### src/verilog/cod_pkg.sv
// package: register map, fields and defaults of the clock driver configuration bank
package cod_pkg;
  localparam int unsigned ADDR_W       = 12;
  localparam int unsigned DATA_W       = 8;
  localparam int unsigned NUM_DRV      = 4;
  localparam logic [11:0] ADDR_DRV_TWO   = 12'h00f2;
  localparam logic [11:0] ADDR_DRV_THREE = 12'h00f3;
  localparam logic [11:0] ADDR_DRV_FOUR  = 12'h00f4;
  localparam logic [11:0] ADDR_DRV_FIVE  = 12'h00f5;
  localparam int unsigned BIT_DRV_PD   = 0;
  localparam int unsigned BIT_SWING_LO = 1;
  localparam int unsigned BIT_SWING_HI = 2;
  localparam int unsigned BIT_PAIR_PD  = 4;
  localparam logic [7:0]  READ_MASK_EVEN = 8'h17;
  localparam logic [7:0]  READ_MASK_ODD  = 8'h07;
  localparam logic [7:0]  RESET_VAL      = 8'h04;
  localparam logic [7:0]  ZERO_BYTE      = 8'h00;

  typedef enum logic [1:0] {
    COD_SWING_400 = 2'h0,
    COD_SWING_600 = 2'h1,
    COD_SWING_780 = 2'h2,
    COD_SWING_960 = 2'h3
  } cod_swing_e;

  typedef struct packed {
    logic       enable;
    cod_swing_e swing;
  } cod_drv_s;
endpackage : cod_pkg

### src/verilog/cod_top.sv
// module: configuration bank for clock drivers two to five
//
// Implementation choice: the plain strobed port.
`timescale 1ns/1ps
`default_nettype none
module cod_top
  import cod_pkg::*;
(
  input  wire logic                  clk,
  input  wire logic                  rst_n,
  input  wire logic [ADDR_W-1:0]     addr,
  input  wire logic [DATA_W-1:0]     wdata,
  input  wire logic                  wr,
  input  wire logic                  rd,
  output logic      [DATA_W-1:0]     rdata,
  output var cod_pkg::cod_drv_s      clock_driver_two,
  output var cod_pkg::cod_drv_s      clock_driver_three,
  output var cod_pkg::cod_drv_s      clock_driver_four,
  output var cod_pkg::cod_drv_s      clock_driver_five
);
  import cod_pkg::*;

  logic              rst_meta;
  logic              rst_sync_n;
  logic [NUM_DRV-1:0] sel;
  logic [7:0]        val     [NUM_DRV];
  logic              drv_pd  [NUM_DRV];
  logic              pair_pd [NUM_DRV];
  cod_swing_e        swing   [NUM_DRV];
  logic [7:0]        next_rdata;

  // async assert, synchronous release
  always_ff @(posedge clk or negedge rst_n) begin
    if (!rst_n) begin
      rst_meta   <= 1'b0;
      rst_sync_n <= 1'b0;
    end else begin
      rst_meta   <= 1'b1;
      rst_sync_n <= rst_meta;
    end
  end

  assign sel[0] = (addr == ADDR_DRV_TWO);
  assign sel[1] = (addr == ADDR_DRV_THREE);
  assign sel[2] = (addr == ADDR_DRV_FOUR);
  assign sel[3] = (addr == ADDR_DRV_FIVE);

  genvar g;
  generate
    for (g = 0; g < NUM_DRV; g++) begin : g_drv
      // odd registers drop bit four: reserved there, software writes zero
      cod_drv_reg #(
        .MASK ((g % 2 == 0) ? READ_MASK_EVEN : READ_MASK_ODD)
      ) u_reg (
        .clk     (clk),
        .rst_n   (rst_sync_n),
        .wr_en   (wr && sel[g]),
        .wr_data (wdata),
        .value   (val[g]),
        .drv_pd  (drv_pd[g]),
        .pair_pd (pair_pd[g]),
        .swing   (swing[g])
      );
    end
  endgenerate

  // a pair bit in an even register also kills the odd neighbour
  assign clock_driver_two   = '{enable: !(drv_pd[0] || pair_pd[0]), swing: swing[0]};
  assign clock_driver_three = '{enable: !(drv_pd[1] || pair_pd[0]), swing: swing[1]};
  assign clock_driver_four  = '{enable: !(drv_pd[2] || pair_pd[2]), swing: swing[2]};
  assign clock_driver_five  = '{enable: !(drv_pd[3] || pair_pd[2]), swing: swing[3]};

  always_comb begin
    next_rdata = ZERO_BYTE;
    if (rd) begin
      for (int i = 0; i < NUM_DRV; i++) begin
        if (sel[i]) begin
          next_rdata = val[i];
        end
      end
    end
  end

  // read data stand one cycle only; unmapped reads give zero
  always_ff @(posedge clk or negedge rst_sync_n) begin
    if (!rst_sync_n) begin
      rdata <= ZERO_BYTE;
    end else begin
      rdata <= next_rdata;
    end
  end

  property p_reset_default;
    @(posedge clk) $rose(rst_sync_n) |-> clock_driver_four.enable
      && clock_driver_four.swing == COD_SWING_780 && clock_driver_three.enable;
  endproperty
  a_reset_default: assert property (p_reset_default) else $error("bad reset default");

  property p_pair_pd;
    @(posedge clk) disable iff (!rst_sync_n)
      (wr && sel[0] && wdata[BIT_PAIR_PD]) |=> !clock_driver_two.enable && !clock_driver_three.enable;
  endproperty
  a_pair_pd: assert property (p_pair_pd) else $error("pair power-down missed");

  property p_drv_pd_only;
    @(posedge clk) disable iff (!rst_sync_n)
      (wr && sel[2] && wdata[BIT_DRV_PD] && !pair_pd[2]) |=> !clock_driver_four.enable
      && (clock_driver_five.enable == $past(clock_driver_five.enable));
  endproperty
  a_drv_pd_only: assert property (p_drv_pd_only) else $error("driver power-down wrong");

  property p_swing;
    @(posedge clk) disable iff (!rst_sync_n)
      (wr && sel[1]) |=> clock_driver_three.swing == $past(wdata[BIT_SWING_HI:BIT_SWING_LO]);
  endproperty
  a_swing: assert property (p_swing) else $error("swing code not taken");

  property p_dont_care;
    @(posedge clk) disable iff (!rst_sync_n)
      ##1 (val[2] & ~READ_MASK_EVEN) == ZERO_BYTE && (val[3] & ~READ_MASK_ODD) == ZERO_BYTE;
  endproperty
  a_dont_care: assert property (p_dont_care) else $error("don't-care bits stored");

  property p_odd_reserved;
    @(posedge clk) disable iff (!rst_sync_n)
      (wr && sel[3]) |=> !pair_pd[3] && clock_driver_five.enable == !drv_pd[3] || pair_pd[2];
  endproperty
  a_odd_reserved: assert property (p_odd_reserved) else $error("odd bit four acted");

  property p_readback;
    @(posedge clk) disable iff (!rst_sync_n)
      (rd && sel[1]) |=> rdata == $past(val[1]);
  endproperty
  a_readback: assert property (p_readback) else $error("readback mismatch");

  property p_read_one_cycle;
    @(posedge clk) disable iff (!rst_sync_n)
      !rd |=> rdata == ZERO_BYTE;
  endproperty
  a_read_one_cycle: assert property (p_read_one_cycle) else $error("read data lingered");

  property p_pair_pd_four;
    @(posedge clk) disable iff (!rst_sync_n)
      (wr && sel[2] && wdata[BIT_PAIR_PD]) |=> !clock_driver_four.enable && !clock_driver_five.enable;
  endproperty
  a_pair_pd_four: assert property (p_pair_pd_four) else $error("pair four missed");

  property p_pair_release;
    @(posedge clk) disable iff (!rst_sync_n)
      (wr && sel[0] && !wdata[BIT_PAIR_PD] && !wdata[BIT_DRV_PD]) |=> clock_driver_two.enable;
  endproperty
  a_pair_release: assert property (p_pair_release) else $error("driver two stuck off");

  property p_drv_pd_two;
    @(posedge clk) disable iff (!rst_sync_n)
      (wr && sel[0] && wdata[BIT_DRV_PD]) |=> !clock_driver_two.enable;
  endproperty
  a_drv_pd_two: assert property (p_drv_pd_two) else $error("driver two still on");

  property p_drv_pd_three;
    @(posedge clk) disable iff (!rst_sync_n)
      (wr && sel[1] && wdata[BIT_DRV_PD]) |=> !clock_driver_three.enable
      && (clock_driver_two.enable == $past(clock_driver_two.enable));
  endproperty
  a_drv_pd_three: assert property (p_drv_pd_three) else $error("driver three pd wrong");

  property p_drv_pd_five;
    @(posedge clk) disable iff (!rst_sync_n)
      (wr && sel[3] && wdata[BIT_DRV_PD]) |=> !clock_driver_five.enable
      && (clock_driver_four.enable == $past(clock_driver_four.enable));
  endproperty
  a_drv_pd_five: assert property (p_drv_pd_five) else $error("driver five pd wrong");

  property p_swing_two;
    @(posedge clk) disable iff (!rst_sync_n)
      (wr && sel[0]) |=> clock_driver_two.swing == $past(wdata[BIT_SWING_HI:BIT_SWING_LO]);
  endproperty
  a_swing_two: assert property (p_swing_two) else $error("swing two not taken");

  property p_swing_four;
    @(posedge clk) disable iff (!rst_sync_n)
      (wr && sel[2]) |=> clock_driver_four.swing == $past(wdata[BIT_SWING_HI:BIT_SWING_LO]);
  endproperty
  a_swing_four: assert property (p_swing_four) else $error("swing four not taken");

  property p_swing_five;
    @(posedge clk) disable iff (!rst_sync_n)
      (wr && sel[3]) |=> clock_driver_five.swing == $past(wdata[BIT_SWING_HI:BIT_SWING_LO]);
  endproperty
  a_swing_five: assert property (p_swing_five) else $error("swing five not taken");

  property p_reset_all;
    @(posedge clk) $rose(rst_sync_n) |-> clock_driver_two.enable && clock_driver_five.enable
      && clock_driver_two.swing == COD_SWING_780 && clock_driver_five.swing == COD_SWING_780;
  endproperty
  a_reset_all: assert property (p_reset_all) else $error("bad reset default");

  property p_rdata_reset;
    @(posedge clk) !rst_sync_n |-> rdata == ZERO_BYTE;
  endproperty
  a_rdata_reset: assert property (p_rdata_reset) else $error("read data in reset");

  // unmapped writes must leave every register alone
  property p_unmapped_write;
    @(posedge clk) disable iff (!rst_sync_n)
      (wr && sel == '0) |=> val[0] == $past(val[0]) && val[1] == $past(val[1])
      && val[2] == $past(val[2]) && val[3] == $past(val[3]);
  endproperty
  a_unmapped_write: assert property (p_unmapped_write) else $error("unmapped write stored");

  property p_readback_four;
    @(posedge clk) disable iff (!rst_sync_n)
      (rd && sel[2]) |=> rdata == $past(val[2]);
  endproperty
  a_readback_four: assert property (p_readback_four) else $error("readback four wrong");

  property p_read_unmapped;
    @(posedge clk) disable iff (!rst_sync_n)
      (rd && sel == '0) |=> rdata == ZERO_BYTE;
  endproperty
  a_read_unmapped: assert property (p_read_unmapped) else $error("unmapped read not zero");

  property p_odd_reserved_three;
    @(posedge clk) disable iff (!rst_sync_n)
      (wr && sel[1]) |=> !pair_pd[1];
  endproperty
  a_odd_reserved_three: assert property (p_odd_reserved_three) else $error("odd bit four kept");
endmodule // cod_top
`default_nettype wire

### src/verilog/cod_drv_reg.sv
// module: one driver configuration register with field decode
`timescale 1ns/1ps
`default_nettype none
module cod_drv_reg
  import cod_pkg::*;
#(
  parameter logic [7:0] MASK = cod_pkg::READ_MASK_EVEN
) (
  input  wire logic            clk,
  input  wire logic            rst_n,
  input  wire logic            wr_en,
  input  wire logic [7:0]      wr_data,
  output logic      [7:0]      value,
  output logic                 drv_pd,
  output logic                 pair_pd,
  output var cod_pkg::cod_swing_e swing
);
  logic [7:0] next_value;

  always_comb begin
    next_value = value;
    if (wr_en) begin
      // only live bits kept, so don't-care bits cannot reach any output
      next_value = wr_data & MASK;
    end
  end

  always_ff @(posedge clk or negedge rst_n) begin
    if (!rst_n) begin
      value <= RESET_VAL;
    end else begin
      value <= next_value;
    end
  end

  assign drv_pd  = value[BIT_DRV_PD];
  assign pair_pd = value[BIT_PAIR_PD];
  assign swing   = cod_swing_e'(value[BIT_SWING_HI:BIT_SWING_LO]);
endmodule // cod_drv_reg
`default_nettype wire

### config.mk
export PLATFORM = sky130hd
export DESIGN_NAME = cod_top
export DESIGN_NICKNAME = d
export VERILOG_FILES = /design/src/verilog/cod_pkg.sv /design/src/verilog/cod_top.sv /design/src/verilog/cod_drv_reg.sv
export SDC_FILE = /design/constraint.sdc
export NUM_CORES = 1
export LEC_CHECK = 0
export ABC_CLOCK_PERIOD_IN_PS = 1500
export BUFFER_PORTS_ARGS = -buffer_cell sky130_fd_sc_hd__buf_2
export CAP_MARGIN = 15
export CORE_MARGIN = 2
export CORE_UTILIZATION = 45
export CTS_BUF_LIST = sky130_fd_sc_hd__clkbuf_8
export DETAILED_ROUTE_END_ITERATION = 16
export PLACE_DENSITY = 0.81
export SYNTH_ARGS = -nofsm -noshare
export SYNTH_HDL_FRONTEND = slang
export SYNTH_HIERARCHICAL = 1
export SYNTH_SLANG_ARGS = --single-unit
### constraint.sdc
create_clock -name clk -period 1.5 [get_ports clk]
set_clock_uncertainty 0.2 [all_clocks]
set_input_delay 0.225 -clock clk [delete_from_list [all_inputs] [get_ports clk]]
set_output_delay 0.225 -clock clk [all_outputs]
set_load 0.02 [all_outputs]
==> key figures, run 1 <==
Final layout
  – Proportion of layout cells with a drive suffix above 1: 47.2%
  – Synth-to-layout area growth: 23.8%
  – Footprint of the multi-input gates: 736 µm²
  – Nets@finish: 201
  – Cell Count, Final, Fillers Out: 220
  – Ant. Diodes: 0
  – Register Area: 606 µm²
  – Fillers: 264
  – Final instance area: 1790 µm²

Routing
  – Vias/cell: 4.81
  – DRT Pass-1 Iters: 4
  – Detailed-route DRC error count: 0
  – DR vias: 1058
  – DR iter-0 viols: 14
  – WL per Instance: 13.9 µm
  – DR WL met2: 1.61 mm
  – Top Layer Used: met4
  – Post-Route M1 WL: 1.29 mm
  – Met3 wire len: 141 µm
  – WL final: 3.07 mm
  – Antenna-violating nets left: 0

Global route
  – First-pass GRT wire length: 4.86 mm
  – GRT Util Overall: 18.0%
  – Vias in the first global route: 1068
  – Largest net degree at the start of global routing: 23
  – Antenna violations before repair: 0
  – Overflow after GRT: 0

Critical path
  – Crit path capture: g_drv[1].u_reg/value[0]
  – Crit. Startpoint: addr[9]
  – Endpoint class of the critical path: flop
  – Max Fanout on Critical Path: 3
  – Worst reg2reg path startpoint: g_drv[2].u_reg/value[0]
  – Worst reg-to-reg path cell count: 3
  – Startpoint types: primary input
  – FF-to-FF End: rdata[0]
  – Worst Path Required: 1460 ps
  – Worst Path Arrival: 1510 ps
  – Reg2reg setup slack: 210 ps
  – Crit Path Class: in2reg

Clock network
  – Clk_lat worst skew: 270 ps
  – TritonCTS Buffers: 3
  – CTS tree: built
  – Clock buffer depth: 2
  – Clk root buf: clkbuf_8
  – H-tree level count: 1
  – # clock sinks: 24
  – Clk pin slew, worst setup/hold paths: 90 ps

Synth
  – Cell area after synthesis: 1450 µm²
  – Post-synthesis instance total: 140
  – Avg Synthesized Cell Area: 10.3 µm²
  – YS warnings: 6

Worst hold path
  – Hold Path Depth: 2
  – Worst hold path class: in2reg

Outcome
  – Violations in the final reports: setup timing
  – Outcome: finished with violations

Timing
  – RSZ-0062 raised after global routing: true
  – Max Freq: 645 MHz
  – Period utilisation layout: 103%
  – Endpoints failing hold: 0
  – Setup_tns: -220 ps
  – Max-slew violations: 0
  – Setup-failing EPs final: 9
  – Tmin final: 1550 ps
  – Setup ws final: -50.4 ps

Placement
  – PortBufs: 39
  – Placed Cells: 210
  – Placement Cell Area: 1610 µm²
  – RD Place Congestion: 0.850
  – Placed wire-length estimate: 2.19 mm

Die
  – Die Height: 60.7 µm
  – Initial Util: 47.4%
  – Core box area: 3050 µm²
  – Die width: 60.7 µm
  – Io pins: 44
  – Die footprint: 3680 µm²
  – Core Rows: 20

Pwr
  – PwrDens: 750 nW/µm²
  – VDD IR-drop max: 0.880 mV
  – Leakage power: 0.888 nW

Job
  – Max_cap viols: 0
sequential cells by signal, indices dropped and copies added, names as in the netlist:
register and flops:
g_drv.u_reg/value 14, rdata 8, rst_meta 1, rst_sync_n 1
critical path, stage by stage:
cell and delay [ps]:
buf_6 90, and4bb_1 310, nand4_4 120, buf_4 190
nor3_4 210, mux2_2 370
how the worst min path moves through the flow:
stage	startpoint	end	slack [ps]
after global placement	rst_n	rst_sync_n	-190
final	wdata[4]	g_drv[2].u_reg/value[4]	6
after floorplan	rst_n	rst_meta	-270
after CTS	wdata[4]	g_drv[2].u_reg/value[4]	6
after detailed placement	rst_n	rst_meta	-190
after global routing	wdata[4]	g_drv[2].u_reg/value[4]	-0.6
what timing repair did:
action / 4_1_cts / 5_1_grt
hold buffers: 1 / 0
setup buffers: 2 / 3
endpoints found under the setup margin: 12 / 11
pin swaps: 1 / 4
hold endpoints to repair: 2 / 0
gates resized for setup: 5 / 10
cell type report:
cell class	instances	area share, %
clock buffers	3	2.31
clock inverters	1	1.68
inverters	1	0.210
multi-input cells	94	41.1
flip-flops and latches	24	33.8
well taps	44	3.07
repair buffers	53	17.8
layout by cell type, fill, tap and decap left out, types with 2 or more instances in the layout:
cell and instances:
a21oi_1 8, mux2_4 10, nor3_4 2, buf_6 3
nand2b_1 2, dfstp_2 4, o21ai_0 8, nor2_1 5
nor4_4 2, nand2_1 9, mux2_2 4, clkbuf_8 3
and2_1 8, dfrtp_1 20, conb_1 19, o221a_1 8
buf_4 12, buf_2 37
per-layer routing:
metal  up-vias  GRT usage [%]
li1        507              -
met4         0           5.28
met2        28           33.5
met1       519           20.9
met3         4           3.41
met5         -              0
per-stage QoR:
step	power (mW)	setup WS (ps)	utilization, %	hold slack (ps)
CTS	1.35	-39.7	56.5	6.30
floorplan	0.762	-138	-	-271
finish	1.34	-50.4	58.6	5.65
global placement	0.784	-342	52.6	-191
detailed placement	0.789	-383	52.6	-189
global route	1.39	-68.2	58.6	-0.568
where the power goes:
group	internal, mW	switching [mW]
clock	0.357	0.198
sequential	0.652	0.00238
combinational	0.0553	0.0788
total	1.06	0.279
No activity file was read; power rests on OpenSTA's default activity.
==> inputs of run 2 (changes only) <==
Settings changed: ABC_AREA set to 1, CTS_BUF_LIST sky130_fd_sc_hd__clkbuf_8 to sky130_fd_sc_hd__clkbuf_16.
==> run 2 against run 1 <==
Net effect: combinational power fell by 33%; total power is 2.7% lower; fmax is 9.5% higher; hold slack hardly changed; non-clock buffer count shrank 1; sequential cell count is the same; highest routed layer unchanged; largest cell class unchanged; via count rose by 20%; routed wire length down 11%; cell count increased by 30%; the flow now finishes without violations.
==> key figures, run 2 <==
Critical path
  – CP Depth: 1
  – Max Fanout on Critical Path: 3
  – CP Buf/Inv Count: 1
  – Worst Path Arrival: 990 ps
  – Slowest-stage cell, CP: dfstp_2
  – Reg2reg setup slack: 390 ps
  – FF-to-FF End: rdata[2]
  – Worst reg2reg path startpoint: g_drv[1].u_reg/value[2]
  – Crit. Startpoint: g_drv[2].u_reg/value[2]
  – Crit Path Class: reg2out
  – Crit-path max cell delay: 550 ps
  – Crit path capture: clock_driver_four[1]
  – Critical path's top delay family: flip-flops
  – Worst Path Required: 1070 ps
  – Startpoint types: flop
  – Worst reg-to-reg path cell count: 4
  – Endpoint class of the critical path: output pin
  – Cells along the critical path: buf_2

Clock network
  – CTS tree: built
  – Post-cts gate resize count: 0
  – TritonCTS Buffers: 3
  – Clock buffer depth: 2
  – H-tree level count: 1
  – Clk root buf: clkbuf_16
  – # clock sinks: 24
  – Clk pin slew, worst setup/hold paths: 60 ps
  – Clk_lat worst skew: 260 ps
  – Setup bufs post-CTS: 0

Placement
  – RD Place Congestion: 0.870
  – PortBufs: 39
  – Pre-CTS setup slack: 10.9 ps
  – Placed wire-length estimate: 2.16 mm
  – Placement Cell Area: 1630 µm²

Pwr
  – Clock share of power: 43.1%
  – Net Sw Power: 0.265 mW
  – Sw frac: 20.2%
  – Combinational power share: 6.8%
  – Leakage power: 1.03 nW
  – VDD IR-drop max: 0.495 mV
  – PwrDens: 759 nW/µm²
  – Internal power: 1.04 mW
  – Sequential share of power: 50.1%
  – Design Power: 1.31 mW

Global route
  – Overflow after GRT: 0
  – Antenna violations before repair: 0
  – First-pass GRT wire length: 4.55 mm
  – Vias in the first global route: 1092
  – GRT Util Overall: 16.2%
  – Largest net degree at the start of global routing: 23

Timing
  – Max-slew violations: 0
  – Setup_tns: 0 ps
  – Max Freq: 706 MHz
  – Setup ws final: 83.6 ps
  – RSZ-0062 raised after global routing: false
  – Endpoints failing hold: 0
  – Tmin final: 1420 ps
  – Setup-failing EPs final: 0
  – Period utilisation layout: 94.4%
  – Tightest hold margin: 6.01 ps

Final layout
  – Ant. Diodes: 0
  – Top flop regs: g_drv.u_reg/value (14), rdata (8)
  – Fillers: 296
  – Synth-to-layout area growth: 15.4%
  – Proportion of layout cells with a drive suffix above 1: 29.0%
  – Final instance area: 1720 µm²
  – Max reg flops: 14
  – Nets@finish: 266
  – Most common library cell in the layout ignoring fill and taps: nand2_1
  – Most frequent cells in the layout: nand2_1 (65), buf_2 (39), nor2_1 (26), nand3_1 (25), dfrtp_1 (20)
  – Reg with most FFs: g_drv.u_reg/value

Routing
  – WL final: 2.72 mm
  – Vias/cell: 4.45
  – WL per Instance: 9.55 µm
  – DR iter-0 viols: 31
  – Detailed-route DRC error count: 0
  – DRT Pass-1 Iters: 4
  – DR vias: 1267
  – Antenna-violating nets left: 0

Outcome
  – Outcome: finished clean

Die
  – Die Height: 61.6 µm
  – Io pins: 44
  – Die footprint: 3790 µm²
  – Die width: 61.6 µm
  – Core Rows: 20
  – Initial Util: 48.1%
  – Core box area: 3100 µm²

Synth
  – Post-synthesis instance total: 206
  – Cell area after synthesis: 1490 µm²
  – Avg Synthesized Cell Area: 7.25 µm²
  – YS warnings: 6

Worst hold path
  – Worst hold path class: reg2async

Job
  – Max_cap viols: 0
==> run 2: routing by layer <==
layer / part of all wire [%] / global-route usage (%)
met5: 0 / 0
met3: 7.4 / 3.78
met4: 1.4 / 5.47
met2: 49 / 27.8
met1: 42 / 19.9
==> run 2: worst register-to-register path, cell delays in order (launching register included) <==
cell	delay, ps
dfstp_2	550
nand3_1	70
nand2_1	80
nor2_1	50
nor2_1	80
==> run 2: worst min path at each step <==
stage                                          to  cells past startpoint
after floorplan                          rst_meta                      0
after global placement                 rst_sync_n                      1
after global routing      g_drv[0].u_reg/value[2]                      3
final                     g_drv[0].u_reg/value[4]                      1
after detailed placement               rst_sync_n                      1
after CTS                 g_drv[0].u_reg/value[2]                      3
==> run 2: final cells by class <==
type                            count  area [µm²]  share of cell area, %
Tap cell                           44        55.1                   3.20
Timing Repair Buffer               52         308                   17.9
Clock buffer                        3        75.1                   4.36
Inverter                           10        37.5                   2.18
Clock inverter                      1        3.75                  0.218
Sequential cell                    24         606                   35.1
Multi-Input combinational cell    151         638                   37.0
==> run 2: per-stage QoR <==
stage | util [%] | std cells
after detailed placement | 52.7 | 280
after floorplan | - | 220
after global routing | 55.5 | 285
after CTS | 55.5 | 285
final | 55.5 | 285
after global placement | 52.7 | 280
==> run 2: repair_timing <==
action / CTS / global route
endpoints found under the setup margin: 0 / 0
hold buffers: 1 / 0
endpoints found under the hold margin: 2 / 0
==> run 2: power by group through the flow <==
stage          clock network, mW  registers, mW  logic [mW]
2_1_floorplan                  0          0.675      0.0661
3_3_place_gp                   0          0.666      0.0852
3_5_place_dp                   0          0.666      0.0874
4_1_cts                    0.570          0.655      0.0897
5_1_grt                    0.592          0.655       0.103
6_report                   0.563          0.655      0.0896
==> inputs of run 3 (changes only) <==
Settings changed: ABC_AREA 1 to unset, CELL_PAD_IN_SITES_DETAIL_PLACEMENT set to 0, CELL_PAD_IN_SITES_GLOBAL_PLACEMENT set to 1, CORE_UTILIZATION 45 to 42, PLACE_DENSITY 0.81 to 0.95.
==> run 3 against run 2 <==
Net effect: hold slack improved by 13 ps; clock-buffer cell count unchanged; clock power increased by 33%; combinational power increased by 55%; sequential share of layout area decreased by 2.9 points; via count decreased by 15%; the flow now finishes with violations (setup timing); critical path depth increased by 5; critical path type is now in2reg; cell count decreased by 21%; worst setup slack got worse by 150 ps; largest cell class unchanged; utilization increased by 1.1 points.
==> key figures, run 3 (synthesized netlist as in run 1, its figures left out) <==
Final layout
  – Proportion of layout cells with a drive suffix above 1: 47.5%
  – Most common library cell in the layout ignoring fill and taps: buf_2
  – Reg with most FFs: g_drv.u_reg/value
  – Synth-to-layout area growth: 29.7%
  – Max reg flops: 14
  – Top flop regs: g_drv.u_reg/value (14), rdata (8)
  – Nets@finish: 204
  – Ant. Diodes: 0
  – Most frequent cells in the layout: buf_2 (37), dfrtp_1 (20), conb_1 (19), mux2_4 (13), buf_4 (13)

Pwr
  – Internal power: 1.24 mW
  – Leakage power: 0.928 nW
  – Clock share of power: 48.5%
  – Sequential share of power: 42.5%
  – PwrDens: 824 nW/µm²
  – Combinational power share: 9.0%
  – Sw frac: 19.6%
  – VDD IR-drop max: 0.905 mV
  – Net Sw Power: 0.303 mW
  – Design Power: 1.55 mW

Routing
  – WL per Instance: 13.0 µm
  – Detailed-route DRC error count: 0
  – Antenna-violating nets left: 0
  – Vias/cell: 4.80
  – DRT Pass-1 Iters: 4
  – WL final: 2.93 mm
  – DR iter-0 viols: 37
  – DR vias: 1080

Timing
  – RSZ-0062 raised after global routing: true
  – Tmin final: 1570 ps
  – Period utilisation layout: 105%
  – Setup ws final: -68.9 ps
  – Max Freq: 637 MHz
  – Setup-failing EPs final: 9
  – Max-slew violations: 0
  – Endpoints failing hold: 0
  – Tightest hold margin: 18.7 ps

Die
  – Initial Util: 43.7%
  – Die Height: 62.7 µm
  – Io pins: 44
  – Core box area: 3310 µm²
  – Die width: 62.7 µm
  – Core Rows: 21
  – Die footprint: 3930 µm²

Critical path
  – Worst Path Required: 1440 ps
  – Startpoint types: primary input
  – Crit Path Class: in2reg
  – Endpoint class of the critical path: flop
  – Worst Path Arrival: 1510 ps
  – Max Fanout on Critical Path: 3

Global route
  – Vias in the first global route: 1093
  – GRT Util Overall: 16.0%
  – Overflow after GRT: 0
  – First-pass GRT wire length: 5.03 mm
  – Largest net degree at the start of global routing: 15
  – Antenna violations before repair: 0

Worst hold path
  – Worst hold path class: in2reg

Job
  – Max_cap viols: 0

Outcome
  – Violations in the final reports: setup timing
  – Outcome: finished with violations

Placement
  – PortBufs: 39
  – Pre-CTS setup slack: -346 ps
  – RD Place Congestion: 0.758
  – Placed wire-length estimate: 2.26 mm

Clock network
  – H-tree level count: 1
  – # clock sinks: 24
  – Clk_lat worst skew: 260 ps
  – TritonCTS Buffers: 3
  – Clk root buf: clkbuf_16
  – Clock buffer depth: 2
  – CTS tree: built
  – Clk pin slew, worst setup/hold paths: 60 ps
run 3: path summary, 6_finish.rpt:
path                                            to  cells after the start  slack [ps]                     from
setup / recovery           g_drv[2].u_reg/value[4]                      6         -70                  addr[8]
hold / removal             g_drv[2].u_reg/value[4]                      2          20                 wdata[4]
setup reg to reg                          rdata[2]                      3         250  g_drv[2].u_reg/value[2]
hold reg to reg            g_drv[3].u_reg/value[2]                      0         100               rst_sync_n
max in group asynchronous  g_drv[0].u_reg/value[4]                      1         260               rst_sync_n
min in group asynchronous                 rst_meta                      2          70                    rst_n
run 3: timing repair:
item / in CTS / in global routing
pin swaps: 0 / 4
cloned: 0 / 0
buffers inserted: 2 / 2
hold endpoints to repair: 8 / 0
endpoints found under the setup margin: 13 / 13
resized for setup: 7 / 11
hold buffers: 2 / 0
run 3: power groups by stage:
stage                     clock network [mW]  registers [mW]  logic, mW
after detailed placement                   0           0.671      0.122
after global placement                     0           0.671      0.118
final                                  0.750           0.657      0.139
after floorplan                            0           0.675     0.0873
after global routing                   0.799           0.657      0.154
after CTS                              0.765           0.657      0.132
run 3: layer usage:
layer / track usage (%) / share of wire, % / vias up
met2: 30.2 / 55 / 40
met5: 0 / 0 / -
met1: 18.7 / 40 / 526
met4: 1.67 / 0 / 0
li1: - / - / 514
met3: 4.14 / 5.2 / 0
run 3: area by class of cell:
type	instances	area, µm²
fillers	293	1440
inverters	1	3.75
clock inverters	1	30.0
well taps	46	57.6
multi-input cells	94	747
repair buffers	56	357
clock buffers	3	75.1
flip-flops and latches	24	606
run 3: metrics by stage:
stage / setup TNS (ps) / instance area (µm²) / instances / util (%)
floorplan: -1760 / 1550 / 154 / -
global placement: -4890 / 1630 / 215 / 49.2
detailed placement: -5860 / 1630 / 215 / 49.2
CTS: -339 / 1800 / 223 / 54.3
global route: -663 / 1880 / 225 / 56.7
finish: -371 / 1880 / 225 / 56.7
run 3: critical path: stages:
cell,delay (ps)
buf_6,90
and4bb_1,300
nand4_4,140
nor4_4,270
buf_4,190
mux2_4,290
